==> config.mk <==
export PLATFORM = sky130hd
export DESIGN_NAME = gcc_regs
export DESIGN_NICKNAME = d
export VERILOG_FILES = /design/src/rtl/gcc_edge_delay.v /design/src/rtl/gcc_regs.v
export VERILOG_INCLUDE_DIRS = /design/src /design/src/rtl
export SDC_FILE = /design/constraint.sdc
export NUM_CORES = 1
export LEC_CHECK = 0
export BUFFER_PORTS_ARGS = -buffer_cell sky130_fd_sc_hd__buf_4
export CORE_UTILIZATION = 35
export CTS_BUF_LIST = sky130_fd_sc_hd__clkbuf_8 sky130_fd_sc_hd__clkbuf_16
export DETAILED_ROUTE_END_ITERATION = 10
export PLACE_DENSITY_LB_ADDON = 0.3
export SYNTH_ARGS = -nofsm -noshare
export SYNTH_HDL_FRONTEND = slang
export SYNTH_SLANG_ARGS = --single-unit
==> constraint.sdc <==
create_clock -name core_clk_i -period 2.4 [get_ports core_clk_i]
set_input_delay 0.48 -clock core_clk_i [delete_from_list [all_inputs] [get_ports core_clk_i]]
set_output_delay 0.48 -clock core_clk_i [all_outputs]
set_load 0.03 [all_outputs]
==> src/rtl/gcc_map.vh <==
// Register map, reset values and timing constants for the output/clock config bank
`ifndef GCC_MAP_VH
`define GCC_MAP_VH
`define GCC_ADDR_OUT_CTRL     8'h12
`define GCC_ADDR_DEV_CFG      8'h13
`define GCC_ADDR_CLK_CTRL     8'h14
`define GCC_RST_OUT_CTRL      8'h77
`define GCC_RST_DEV_CFG       8'h06
`define GCC_RST_CLK_CTRL      8'h01
`define GCC_OUT_CTRL_WMASK    8'h77
`define GCC_CLK_CTRL_WMASK    8'hFF
`define GCC_OC_A_LEVEL        0
`define GCC_OC_A_GATING       1
`define GCC_OC_A_OD           2
`define GCC_OC_B_LEVEL        4
`define GCC_OC_B_GATING       5
`define GCC_OC_B_OD           6
`define GCC_CF_SPREAD         0
`define GCC_CF_THERM          1
`define GCC_CF_ENABLE_PIN_PULLDOWN          2
`define GCC_CF_CLK_PD         3
`define GCC_CF_PIN_FUNC       4
`define GCC_CF_SHUT_RANGE     5
`define GCC_CF_START_RANGE    6
`define GCC_CC_PLL_EN         6
`define GCC_CC_FREQ_HI        4
`define GCC_CC_MAX_FREQ       5'h17
`define GCC_CLK_PERIOD_NS     10
`define GCC_STEP_TIME_NS      500000
`define GCC_STEP_CYCLES       (`GCC_STEP_TIME_NS / `GCC_CLK_PERIOD_NS)
`define GCC_CLK_LOSS_NS       2000
`define GCC_CLK_LOSS_CYCLES   (`GCC_CLK_LOSS_NS / `GCC_CLK_PERIOD_NS)
`endif

==> src/rtl/gcc_edge_delay.v <==
// Delays the rising and falling edges of a level by programmed step counts
`timescale 1ns/1ps
module gcc_edge_delay (
    input  wire       core_clk_i,
    input  wire       rst_n_i,
    input  wire       level_i,
    input  wire       half_tick_i,
    input  wire       start_range_i,
    input  wire       shut_range_i,
    input  wire [3:0] start_code_i,
    input  wire [3:0] shut_code_i,
    output wire       level_o
);
    reg        level_r;
    reg        target_r;
    reg  [4:0] count_r;
    reg  [4:0] load_v;

    assign level_o = level_r;

    // Half-step ticks per code unit: doubled in the long range
    function [4:0] gcc_ticks;
        input [3:0] code;
        input       long_range;
        begin
            gcc_ticks = long_range ? {code, 1'b0} : {1'b0, code};
        end
    endfunction

    always @* begin
        load_v = level_i ? gcc_ticks(start_code_i, start_range_i)
                         : gcc_ticks(shut_code_i, shut_range_i);
    end

    always @(posedge core_clk_i) begin
        if (!rst_n_i) begin
            level_r  <= 1'b0;
            target_r <= 1'b0;
            count_r  <= 5'h00;
        end else if (level_i != target_r) begin
            // New edge restarts timing; zero code passes at once
            target_r <= level_i;
            count_r  <= load_v;
            if (load_v == 5'h00) begin
                level_r <= level_i;
            end
        end else if (level_r != target_r) begin
            if (count_r == 5'h00) begin
                level_r <= target_r;
            end else if (half_tick_i) begin
                count_r <= count_r - 5'h01;
                if (count_r == 5'h01) begin
                    level_r <= target_r;
                end
            end
        end
    end
endmodule

==> src/rtl/gcc_regs.v <==
// General output, device configuration and clock source control register bank
`timescale 1ns/1ps
`include "gcc_map.vh"
module gcc_regs #(
    parameter STEP_CYCLES = `GCC_STEP_CYCLES,
    parameter LOSS_CYCLES = `GCC_CLK_LOSS_CYCLES
) (
    input  wire       core_clk_i,
    input  wire       rst_n_i,
    input  wire       reg_wr_i,
    input  wire       reg_rd_i,
    input  wire [7:0] reg_addr_i,
    input  wire [7:0] reg_wdata_i,
    output wire [7:0] reg_rdata_o,
    input  wire       enable_pin_i,
    input  wire       external_clock_pin_i,
    input  wire [3:0] out_a_start_code_i,
    input  wire [3:0] out_a_shut_code_i,
    input  wire [3:0] out_b_start_code_i,
    input  wire [3:0] out_b_shut_code_i,
    output wire       general_output_a_o,
    output wire       general_output_a_oe_o,
    output wire       general_output_b_o,
    output wire       general_output_b_oe_o,
    output wire       ext_clock_pin_pulldown_o,
    output wire       enable_pin_pulldown_o,
    output wire       thermal_warning_threshold_o,
    output wire       spread_spectrum_on_o,
    output wire       start_range_long_o,
    output wire       shut_range_long_o,
    output wire       pll_enable_o,
    output wire       use_external_clock_o,
    output wire       ext_clock_present_o,
    output wire       ext_clock_event_o,
    output wire [4:0] external_clock_freq_code_o,
    output wire       freq_code_invalid_o
);
    reg  [7:0]  out_ctrl_r;
    reg  [7:0]  dev_cfg_r;
    reg  [7:0]  clk_ctrl_r;
    reg  [7:0]  rdata_r;
    reg  [7:0]  rdata_nxt;
    reg  [2:0]  en_sync_r;
    reg         en_level_r;
    reg  [2:0]  ck_sync_r;
    reg  [31:0] tick_cnt_r;
    reg         half_tick_r;
    reg  [31:0] loss_cnt_r;
    reg         present_r;
    reg         event_r;
    reg         a_oe_r;
    reg         a_out_r;
    reg         b_oe_r;
    reg         b_out_r;
    wire        a_delayed;
    wire        b_delayed;
    wire        a_value;
    wire        b_value;
    wire        ck_edge;

    // Registers steering the block
    wire a_level   = out_ctrl_r[`GCC_OC_A_LEVEL];
    wire a_gating  = out_ctrl_r[`GCC_OC_A_GATING];
    wire a_od      = out_ctrl_r[`GCC_OC_A_OD];
    wire b_level   = out_ctrl_r[`GCC_OC_B_LEVEL];
    wire b_gating  = out_ctrl_r[`GCC_OC_B_GATING];
    wire b_od      = out_ctrl_r[`GCC_OC_B_OD];
    wire pin_clock = dev_cfg_r[`GCC_CF_PIN_FUNC];
    wire pll_en    = clk_ctrl_r[`GCC_CC_PLL_EN];

    // Register writes
    always @(posedge core_clk_i) begin
        if (!rst_n_i) begin
            out_ctrl_r <= `GCC_RST_OUT_CTRL;
            dev_cfg_r  <= `GCC_RST_DEV_CFG;
            clk_ctrl_r <= `GCC_RST_CLK_CTRL;
        end else if (reg_wr_i) begin
            case (reg_addr_i)
                `GCC_ADDR_OUT_CTRL: out_ctrl_r <= reg_wdata_i & `GCC_OUT_CTRL_WMASK;
                `GCC_ADDR_DEV_CFG:  dev_cfg_r  <= reg_wdata_i;
                `GCC_ADDR_CLK_CTRL: clk_ctrl_r <= reg_wdata_i & `GCC_CLK_CTRL_WMASK;
                default: ;
            endcase
        end
    end

    // Registered read data; unmapped addresses read zero
    always @* begin
        case (reg_addr_i)
            `GCC_ADDR_OUT_CTRL: rdata_nxt = out_ctrl_r;
            `GCC_ADDR_DEV_CFG:  rdata_nxt = dev_cfg_r;
            `GCC_ADDR_CLK_CTRL: rdata_nxt = clk_ctrl_r;
            default:            rdata_nxt = 8'h00;
        endcase
    end

    always @(posedge core_clk_i) begin
        if (!rst_n_i) begin
            rdata_r <= 8'h00;
        end else if (reg_rd_i) begin
            rdata_r <= rdata_nxt;
        end
    end

    assign reg_rdata_o = rdata_r;

    // Pin synchronisers; an enable pin change counts once stages two and three agree, a clock pin edge once they differ
    always @(posedge core_clk_i) begin
        if (!rst_n_i) begin
            en_sync_r  <= 3'h0;
            en_level_r <= 1'b0;
            ck_sync_r  <= 3'h0;
        end else begin
            en_sync_r <= {en_sync_r[1:0], enable_pin_i};
            ck_sync_r <= {ck_sync_r[1:0], external_clock_pin_i};
            if (en_sync_r[1] == en_sync_r[2]) begin
                en_level_r <= en_sync_r[2];
            end
        end
    end

    // Half-millisecond step enable
    always @(posedge core_clk_i) begin
        if (!rst_n_i) begin
            tick_cnt_r  <= 32'h0;
            half_tick_r <= 1'b0;
        end else if (tick_cnt_r == STEP_CYCLES - 1) begin
            tick_cnt_r  <= 32'h0;
            half_tick_r <= 1'b1;
        end else begin
            tick_cnt_r  <= tick_cnt_r + 32'h1;
            half_tick_r <= 1'b0;
        end
    end

    gcc_edge_delay u_delay_a (
        .core_clk_i    (core_clk_i),
        .rst_n_i       (rst_n_i),
        .level_i       (en_level_r),
        .half_tick_i   (half_tick_r),
        .start_range_i (dev_cfg_r[`GCC_CF_START_RANGE]),
        .shut_range_i  (dev_cfg_r[`GCC_CF_SHUT_RANGE]),
        .start_code_i  (out_a_start_code_i),
        .shut_code_i   (out_a_shut_code_i),
        .level_o       (a_delayed)
    );

    gcc_edge_delay u_delay_b (
        .core_clk_i    (core_clk_i),
        .rst_n_i       (rst_n_i),
        .level_i       (en_level_r),
        .half_tick_i   (half_tick_r),
        .start_range_i (dev_cfg_r[`GCC_CF_START_RANGE]),
        .shut_range_i  (dev_cfg_r[`GCC_CF_SHUT_RANGE]),
        .start_code_i  (out_b_start_code_i),
        .shut_code_i   (out_b_shut_code_i),
        .level_o       (b_delayed)
    );

    assign a_value = a_level & (~a_gating | a_delayed);
    assign b_value = b_level & (~b_gating | b_delayed);

    // Pin drivers: push-pull drives always except output B in clock pin function (released), open-drain only pulls low
    always @(posedge core_clk_i) begin
        if (!rst_n_i) begin
            a_oe_r  <= 1'b0;
            a_out_r <= 1'b0;
            b_oe_r  <= 1'b0;
            b_out_r <= 1'b0;
        end else begin
            a_out_r <= a_od ? 1'b0 : a_value;
            a_oe_r  <= a_od ? ~a_value : 1'b1;
            b_out_r <= (b_od | pin_clock) ? 1'b0 : b_value;
            b_oe_r  <= pin_clock ? 1'b0 : (b_od ? ~b_value : 1'b1);
        end
    end

    assign general_output_a_o    = a_out_r;
    assign general_output_a_oe_o = a_oe_r;
    assign general_output_b_o    = b_out_r;
    assign general_output_b_oe_o = b_oe_r;

    // External clock presence: edges seen within the loss window while the PLL is enabled and the clock pin function is selected
    assign ck_edge = ck_sync_r[1] ^ ck_sync_r[2];

    always @(posedge core_clk_i) begin
        if (!rst_n_i) begin
            loss_cnt_r <= 32'h0;
            present_r  <= 1'b0;
            event_r    <= 1'b0;
        end else if (!pll_en || !pin_clock) begin
            loss_cnt_r <= 32'h0;
            present_r  <= 1'b0;
            event_r    <= 1'b0;
        end else if (ck_edge) begin
            loss_cnt_r <= 32'h0;
            present_r  <= 1'b1;
            event_r    <= ~present_r;
        end else if (loss_cnt_r == LOSS_CYCLES - 1) begin
            present_r  <= 1'b0;
            event_r    <= present_r;
        end else begin
            loss_cnt_r <= loss_cnt_r + 32'h1;
            event_r    <= 1'b0;
        end
    end

    assign ext_clock_present_o         = present_r;
    assign ext_clock_event_o           = event_r;
    assign pll_enable_o                = pll_en;
    assign use_external_clock_o        = pll_en & present_r;
    assign external_clock_freq_code_o  = clk_ctrl_r[`GCC_CC_FREQ_HI:0];
    assign freq_code_invalid_o         = clk_ctrl_r[`GCC_CC_FREQ_HI:0] > `GCC_CC_MAX_FREQ;
    assign ext_clock_pin_pulldown_o    = dev_cfg_r[`GCC_CF_CLK_PD];
    assign enable_pin_pulldown_o       = dev_cfg_r[`GCC_CF_ENABLE_PIN_PULLDOWN];
    assign thermal_warning_threshold_o = dev_cfg_r[`GCC_CF_THERM];
    assign spread_spectrum_on_o        = dev_cfg_r[`GCC_CF_SPREAD];
    assign start_range_long_o          = dev_cfg_r[`GCC_CF_START_RANGE];
    assign shut_range_long_o           = dev_cfg_r[`GCC_CF_SHUT_RANGE];
endmodule

==> results.md, run 1 <==
* Outcome: complete, no violations
* DP HPWL at 9890 um
* Setup repair bufs after CTS at 0
* Clock Power Share at 0.507
* Share of the synthesized area in the top cell type at 0.409
* Critical-path cell list: and4_1, nand4_1, buf_4, or3_1, a21oi_1
* Die Wd at 133 um
* WL final at 13,800 um
* Num ports at 66
* Worst Setup End Kind: flop
* Layout Skew at 0.00871 ns
* Cells after Synth at 699
* Area Overhead vs Synth at 21.6%
* Worst path required time at 2.74 ns
* Slowest stage cell, crit path: dfxtp_1
* Final hold slack at 0.284 ns
* Power per cell area at 617 nW/um^2
* Synth Register Bits at 122
* Die area at 17,600 sq um
* Power Internal at 3560 uW
* Comb pwr share at 0.036
* Row count at 47
* Pre-CTS setup slack at 0.286 ns
* Max stage delay on crit path at 0.42 ns
* Post-route cell area at 7270 sq um
* Final core area utilization at 0.437
* Hold crit path type: primary input to flop
* DRC at 0
* CTS HTree Levels at 4
* Kind of critical path: flop to flop
* Total gr overflow at 0
* Clock Pin Slew Worst Setup and Hold Paths at 0.05 ns
* GRT Total Usage at 0.166
* Clock sinks at 122
* Pin count of the biggest net entering global routing at 32
* Vias at 5,180
* Final Setup Violations at 0
* Max-cap viol count at 0
* Leading cell type in the layout, fill and taps excluded: dfxtp_1
* Hold path depth at 2
* Period utilization at 0.849
* Synth cell types at 57
* Port Buf Inserts at 65
* Reg2Reg Setup Slack at 0.36 ns
* Sequential fraction of the synthesis area at 0.409
* Simple-gate area share of the yosys netlist at 0.299
* Minimum clock period at 2.04 ns
* Max Freq at 491 MHz
* Hold Vio Cnt, Final at 0
* Antenna violations before repair at 0
* Crit Reg-Reg Startpoint: loss_cnt_r[2]
* Diode count at 0
* Starting Density at 0.359
* Pre-Repair DR Iteration Count at 4
* Synth async-reset ratio at 0
* Net switching fraction of the power at 0.206
* Sequential share of power at 0.457
* Final Slew Violations at 0
* Post-synthesis mux area share at 0.0360
* CTS Root Buffer Type: clkbuf_16
* TritonCTS Buffers at 17
* EDFF count, synth at 0
* LEAKAGE at 0.00265 uW
* XOR/XNOR Fraction of Synth Area at 0.0865
* Cell Area, Placed at 6730 sq um
* PnR worst setup slack at 0.362 ns
* Max-slew headroom at 0.623
* Mapped cell area at 5980 sq um
* Top post-synthesis cells by area: dfxtp_1 41%, xnor2_1 5.7%, nor2_1 4.8%
* Crit Path Max Fanout at 8
* Core ar. at 16,600 sq um
* Top FF cell, synth: dfxtp_1
* Wire per inst at 13.8 um
* Syn avg cell area at 8.55 sq um
* First-pass GRT wire length at 23,700 um
* Worst-Margin Slew at 0.565 ns
* CTS Buffer Depth at 2
* CTS tree: built
* Share of cells above drive strength 1 at 0.171
* Main combinational cell family by area after synthesis: simple AND/OR/NAND/NOR gates
* R2r endpoint: loss_cnt_r[12]
* R2R cell count at 5
* Hold buffers post-CTS at 0
* Critical Path Start Type: flop
* Yosys warning total at 0
* Worst EP arrival at 2.38 ns
* Iter 0 DRT Violations at 354
* Antenna-violating nets left at 0
* RSZ-0062 raised after global routing: no
* Sw power at 924 uW
* Worst Hold Launch: enable_pin_i
* Synth Area in Compound Gates at 0.104
* Syn Nets at 747
* Routability Congestion at 0.788
* Clock Latency Late Sink at 0.41 ns
* Most frequent cells in the layout: 122 x dfxtp_1, 87 x buf_4, 77 x nor2_1
* Via density at 5.20
* NumNets Final at 813
* Peak supply drop at 0.485 mV
* Die Y at 133 um
* TNS Setup at 0 ns
* Area leader, netlist: dfxtp_1
* Vias in the first global route at 4,806
* Synth Area in Adders at 0.0209
* WHS Endpoint: en_sync_r[0]
* Resize count post-CTS at 0
## layout make-up
| cell class | instances | area (sq um) |
|---|---|---|
| fill | 1695 | 9380 |
| tap | 220 | 275 |
| inverter | 19 | 71.3 |
| clock inverter | 8 | 31.3 |
| sequential | 122 | 2440 |
| multi-input combinational | 517 | 3260 |
| timing repair buffer | 88 | 673 |
| clock buffer | 23 | 508 |
## power by group through the flow
stage               clock (uW)  combinational [uW]  sequential [uW]
finish                    2270                 163             2050
global placement             0                 163             2090
CTS                       2340                 164             2050
floorplan                    0                72.7             2090
global route              2430                 178             2050
detailed placement           0                 164             2090
## critical path, delay by kind of cell, from the launching register on
kind                   cells  cell delay, ns
AOI/OAI and AO/OA          1            0.15
DFF                        1            0.42
and+or+nand+nor            3            1.09
buffers and inverters      1            0.31
## cells in the mapped netlist (6+ instances only)
library cell,count
nand3_1,55
clkbuf_1,24
ha_1,10
a211oi_1,8
nand4_1,21
buf_2,9
o21ai_0,20
nor2b_1,10
or3_1,8
mux2i_1,17
nor2_1,77
dfxtp_1,122
nor3_1,16
and3_1,8
nor4_1,24
xor2_1,20
nand2b_1,6
xnor2_1,39
a221oi_1,8
a21oi_1,37
and2_1,14
inv_1,19
nand2_1,55
and4_1,7
## sequential cells by signal, indices dropped and copies added (netlist names), 3 cells and up
register	count
ck_sync_r	3
clk_ctrl_r	8
dev_cfg_r	8
en_sync_r	3
loss_cnt_r	32
out_ctrl_r	6
reg_rdata_o	8
tick_cnt_r	32
u_delay_a.count_r	5
u_delay_b.count_r	5
## how the worst max path moves through the flow
stage,start,end
floorplan,reg_addr_i[5],dev_cfg_r[1]
global placement,reg_addr_i[5],reg_rdata_o[3]
detailed placement,reg_addr_i[5],reg_rdata_o[7]
CTS,loss_cnt_r[2],loss_cnt_r[12]
global route,loss_cnt_r[2],loss_cnt_r[12]
finish,loss_cnt_r[2],loss_cnt_r[12]
## metrics by stage
step                      total power, uW  instances
after floorplan                      2160        699
after global placement               2250        966
after detailed placement             2250        966
after CTS                            4550        997
after global routing                 4650        997
final                                4490        997
## layer usage
metal  routed length [um]  GRT usage  vias up
li1                     -          -     2624
met1                 6800      0.222     2432
met5                    0          0        -
met3                  588     0.0456       16
met2                 6260      0.254      108
met4                  161     0.0581        0
## cell families after synthesis
kind of cell	Yosys count
AND/OR/NAND/NOR	330
multiplexers	21
flip-flops	122
XOR/XNOR	59
adder cells (fa/ha/maj)	10
buffers and inverters	60
AO/OA/AOI/OAI	97
(Power assumes the default switching activity.)
==> inputs of run 2 (changes only) <==
==> constraint.sdc (replaced) <==
create_clock -name core_clk_i -period 2.1 [get_ports core_clk_i]
set_input_delay 0.42 -clock core_clk_i [delete_from_list [all_inputs] [get_ports core_clk_i]]
set_output_delay 0.42 -clock core_clk_i [all_outputs]
set_load 0.03 [all_outputs]
==> run 2 against run 1 <==
  * Global-route usage about the same
  * Sequential power rose by 14%
  * Die area unchanged
  * Worst setup slack worse by 0.20 ns
  * First-iteration DRC count fell by 27%
  * Critical path depth rose by 2
  * Via count fell by 0.69%
  * Power up 16%
  * Sequential share of layout area decreased by 0.41 points
  * Critical endpoint is now u_delay_b.count_r[3]
  * Largest cell class unchanged
  * Highest routed layer unchanged
==> results.md, run 2 (synthesis results as in run 1) <==
* Outcome: complete, no violations
* Reg2Reg Setup Slack at 0.17 ns
* Starting Density at 0.359
* TritonCTS Buffers at 17
* Post-route cell area at 7360 sq um
* Worst path required time at 2.43 ns
* TNS Setup at 0 ns
* Max stage delay on crit path at 0.61 ns
* Critical-path cell list: inv_1, ha_1, or4b_2, nand3_1, nor4_1, xnor2_1, a211oi_1
* Clock Latency Late Sink at 0.42 ns
* Area Overhead vs Synth at 23.1%
* Diode count at 0
* Worst EP arrival at 2.27 ns
* Hold crit path type: primary input to flop
* Power per cell area at 705 nW/um^2
* Layout Skew at 0.00597 ns
* Die Y at 133 um
* Vias at 5,144
* Final Slew Violations at 0
* Cell Area, Placed at 6810 sq um
* Max Freq at 517 MHz
* Wire per inst at 13.8 um
* GRT Total Usage at 0.165
* Clock Pin Slew Worst Setup and Hold Paths at 0.05 ns
* Top Registers: loss_cnt_r: 32 flops, tick_cnt_r: 32 flops
* RSZ-0062 raised after global routing: no
* # fillers at 1,655
* Port Buf Inserts at 65
* Crit Path Max Fanout at 4
* Setup repair bufs after CTS at 0
* CTS tree: built
* Pin count of the biggest net entering global routing at 32
* Antenna violations before repair at 0
* Reg area at 2440 sq um
* Hold Vio Cnt, Final at 0
* Peak supply drop at 0.569 mV
* CTS Root Buffer Type: clkbuf_16
* Critical Path Start Type: flop
* Worst-Margin Slew at 0.601 ns
* Period utilization at 0.921
* NumNets Final at 822
* CTS HTree Levels at 4
* Clock sinks at 122
* CTS Buffer Depth at 2
* Pre-Repair DR Iteration Count at 5
* Via density at 5.11
* LEAKAGE at 0.00270 uW
* Max-cap viol count at 0
* Worst Setup End Kind: flop
* DRC at 0
* Final Setup Violations at 0
* Leading cell type in the layout, fill and taps excluded: dfxtp_1
* Vias in the first global route at 4,803
* Num ports at 66
* Die area at 17,600 sq um
* Routability Congestion at 0.774
* Row count at 47
* Minimum clock period at 1.93 ns
* First-pass GRT wire length at 23,400 um
* Max-slew headroom at 0.599
* Share of cells above drive strength 1 at 0.189
* Antenna-violating nets left at 0
* Core ar. at 16,600 sq um
* Total gr overflow at 0
* DP HPWL at 9820 um
* Slowest stage cell, crit path: or4b_2
* Most frequent cells in the layout: 122 x dfxtp_1, 95 x buf_4, 77 x nor2_1
* Die Wd at 133 um
* Iter 0 DRT Violations at 260
* Kind of critical path: flop to flop
* WL final at 13,900 um
* Multi-input gate area at 3270 sq um
==> run 2: cell count changes in the layout (fill, tap and decap cells not counted), sizes merged <==
cell / change
buf: +9
clkinv: +6
inv: -5
clkbuf: -1
clkinvlp: +1
==> run 2: through the flow <==
stage | utilization | hold WS [ns] | power, uW | setup WS (ns) | instances
final | 0.442 | 0.215 | 5180 | 0.166 | 1007
after global routing | 0.442 | 0.206 | 5380 | 0.00845 | 1007
after CTS | 0.442 | 0.193 | 5240 | 0.134 | 1007
after detailed placement | 0.409 | 0.427 | 2570 | 0.0434 | 975
after global placement | 0.409 | 0.414 | 2570 | 0.0524 | 975
after floorplan | - | 0.412 | 2470 | 0.134 | 699
==> run 2: cell type report <==
| class | count | share of cell area |
|---|---|---|
| Tap cell | 220 | 0.0374 |
| Sequential cell | 122 | 0.332 |
| Clock buffer | 22 | 0.0672 |
| Clock inverter | 10 | 0.00680 |
| Timing Repair Buffer | 97 | 0.102 |
| Inverter | 19 | 0.00970 |
| Multi-Input combinational cell | 517 | 0.444 |
==> run 2: per-layer routing <==
layer,track usage,up-vias,wire [um],part of all wire
met4,0.0549,0,181,0.013
met5,0,-,0,0
met3,0.0502,15,474,0.034
li1,-,2641,-,-
met2,0.255,78,6310,0.45
met1,0.219,2410,6920,0.50
==> run 2: critical path, delay by kind of cell (launching register included) <==
kind / cells / cell delay, ns
xor gates and xnor gates: 1 / 0.13
buffers and inverters: 1 / 0.09
DFF: 1 / 0.32
adders and majority gates: 1 / 0.21
AOI/OAI and AO/OA: 1 / 0.22
and+or+nand+nor: 3 / 0.87
==> run 2: power breakdown <==
group | total (uW) | leakage [uW] | switching, uW | internal [uW]
sequential | 2340 | 0.000985 | 9.43 | 2330
clock | 2660 | 0.000284 | 1020 | 1640
combinational | 186 | 0.00143 | 100 | 85.4
==> run 2: repair_timing <==
| item | in CTS | in global routing |
|---|---|---|
| hold endpoints to repair | 0 | 0 |
| resized for setup | 0 | 1 |
| setup endpoints to repair | 0 | 1 |
| hold buffers | 0 | 0 |
==> run 2: worst paths after layout <==
check | start | endpoint | cells after the start
setup / recovery | u_delay_b.count_r[0] | u_delay_b.count_r[3] | 7
hold / removal | enable_pin_i | en_sync_r[0] | 2
setup reg to reg | u_delay_b.count_r[0] | u_delay_b.count_r[3] | 7
hold reg to reg | en_sync_r[0] | en_sync_r[1] | 1
==> inputs of run 3 (changes only) <==
--- a/config.mk
+++ b/config.mk
@@ -7,10 +7,11 @@
 export NUM_CORES = 1
 export LEC_CHECK = 0
 export BUFFER_PORTS_ARGS = -buffer_cell sky130_fd_sc_hd__buf_4
+export CORE_MARGIN = 1
 export CORE_UTILIZATION = 35
 export CTS_BUF_LIST = sky130_fd_sc_hd__clkbuf_8 sky130_fd_sc_hd__clkbuf_16
 export DETAILED_ROUTE_END_ITERATION = 10
-export PLACE_DENSITY_LB_ADDON = 0.3
+export PLACE_DENSITY = 0.55
 export SYNTH_ARGS = -nofsm -noshare
 export SYNTH_HDL_FRONTEND = slang
 export SYNTH_SLANG_ARGS = --single-unit
==> run 3 against run 2 <==
  * Register-to-register slack about the same
  * Critical path type unchanged
  * Die area unchanged
  * Routed wire length increased by 1.7%
  * First-iteration DRC count increased by 28%
  * Critical endpoint is now u_delay_a.count_r[3]
==> results.md, run 3 (synthesis results as in run 1) <==
* Outcome: complete, no violations
* Share of cells above drive strength 1 at 0.181
* Reg area at 2440 sq um
* Hold Vio Cnt, Final at 0
* Clock sinks at 122
* Multi-input gate area at 3270 sq um
* WL final at 14,100 um
* CP bufs+invs at 1
* Most frequent cells in the layout: 122 x dfxtp_1, 92 x buf_4, 77 x nor2_1
* DP HPWL at 10,100 um
* CTS tree: built
* Clock Pin Slew Worst Setup and Hold Paths at 0.05 ns
* Crit Path Max Fanout at 4
* Diode count at 0
* Reg2Reg Setup Slack at 0.15 ns
* Kind of critical path: flop to flop
* Vias in the first global route at 4,861
* Hold path depth at 2
* Worst path required time at 2.43 ns
* Net switching fraction of the power at 0.206
* Worst-Margin Slew at 0.669 ns
* Sequential share of power at 0.449
* Vias at 5,193
* CP Launch Point: u_delay_a.count_r[0]
* Hold crit path type: primary input to flop
* Hold buffers post-CTS at 0
* Worst EP arrival at 2.28 ns
* Total power at 5220 uW
* Clock Power Share at 0.515
* Critical Path Start Type: flop
* Iter 0 DRT Violations at 334
* DRC at 0
* Final Slew Violations at 0
* Via density at 5.19
* First-pass GRT wire length at 23,800 um
* Peak supply drop at 0.517 mV
* Crit Reg-Reg Startpoint: u_delay_a.count_r[0]
* CTS HTree Levels at 4
* TNS Setup at 0 ns
* Sw power at 1070 uW
* Antenna violations before repair at 0
* Starting Density at 0.359
* Leading cell type in the layout, fill and taps excluded: dfxtp_1
* R2R cell count at 7
* LEAKAGE at 0.00267 uW
* Max Freq at 513 MHz
* Total gr overflow at 0
* Worst path depth at 7
* TritonCTS Buffers at 17
* CTS Buffer Depth at 2
* Power Internal at 4140 uW
* CTS Root Buffer Type: clkbuf_16
* # placed instances at 971
* Layout Cells excl Fill at 1,000
* Die area at 17,600 sq um
* Period utilization at 0.928
* Setup repair bufs after CTS at 0
* Wire per inst at 14.1 um
* WHS Endpoint: en_sync_r[0]
* Max stage delay on crit path at 0.62 ns
* NumNets Final at 818
* Minimum clock period at 1.95 ns
* Final core area utilization at 0.440
* Antenna-violating nets left at 0
* Clock Latency Late Sink at 0.41 ns
* Top Registers: loss_cnt_r: 32 flops, tick_cnt_r: 32 flops
* Routability Congestion at 0.801
* Num ports at 66
* Final Setup Violations at 0
* Area Overhead vs Synth at 22.5%
* Port Buf Inserts at 65
* Slowest stage cell, crit path: or4b_2
* Comb pwr share at 0.036
* Pre-Repair DR Iteration Count at 4
* Pin count of the biggest net entering global routing at 32
* R2r endpoint: u_delay_a.count_r[3]
* GRT Total Usage at 0.166
* Family with the most delay on the worst path: simple AND/OR/NAND/NOR gates
* Worst Hold Launch: enable_pin_i
* Critical-path cell list: inv_1, ha_1, or4b_2, nand3_1, nor4_1, xnor2_1, a211oi_1
* Die Y at 133 um
* RSZ-0062 raised after global routing: no
* Row count at 47
* Core ar. at 16,600 sq um
* Layout Skew at 0.00637 ns
* Max-cap viol count at 0
* # fillers at 1,632
* Max-slew headroom at 0.554
* Power per cell area at 712 nW/um^2
* Die Wd at 133 um
* Worst Setup End Kind: flop
-- run 3: layout make-up --
cell class | instances | share of cell area
tap | 220 | 0.0376
sequential | 122 | 0.334
inverter | 19 | 0.00974
clock inverter | 4 | 0.00222
multi-input combinational | 517 | 0.447
timing repair buffer | 93 | 0.0971
clock buffer | 25 | 0.0731
-- run 3: how the worst max path moves through the flow --
stage,endpoint,slack [ns]
6_report,u_delay_a.count_r[3],0.15
5_1_grt,tick_cnt_r[29],0.01
4_1_cts,u_delay_a.count_r[3],0.15
3_5_place_dp,reg_rdata_o[3],0.02
3_3_place_gp,reg_rdata_o[7],0.06
2_1_floorplan,dev_cfg_r[1],0.13
-- run 3: metrics by stage --
stage | instance area (sq um) | setup slack [ns] | hold slack [ns]
2_1_floorplan | 5980 | 0.134 | 0.412
3_3_place_gp | 6760 | 0.0556 | 0.419
3_5_place_dp | 6760 | 0.0197 | 0.418
4_1_cts | 7320 | 0.146 | 0.223
5_1_grt | 7320 | 0.0126 | 0.234
6_report | 7320 | 0.152 | 0.239
-- run 3: metal layers --
metal / track usage / part of all wire / wire, um
met4: 0.0792 / 0.020 / 289
met5: 0 / 0 / 0
met1: 0.223 / 0.49 / 6910
met2: 0.259 / 0.46 / 6490
met3: 0.0287 / 0.031 / 434
-- run 3: timing repair --
item / CTS / global route
resized for setup: 0 / 1
endpoints found under the hold margin: 0 / 0
endpoints found under the setup margin: 0 / 2
-- run 3: power by group through the flow --
stage                     combinational (uW)  sequential [uW]  clock, uW
after floorplan                         83.1             2390          0
after global placement                   186             2390          0
after detailed placement                 189             2390          0
after CTS                                190             2340       2740
after global routing                     207             2340       2850
final                                    189             2340       2690
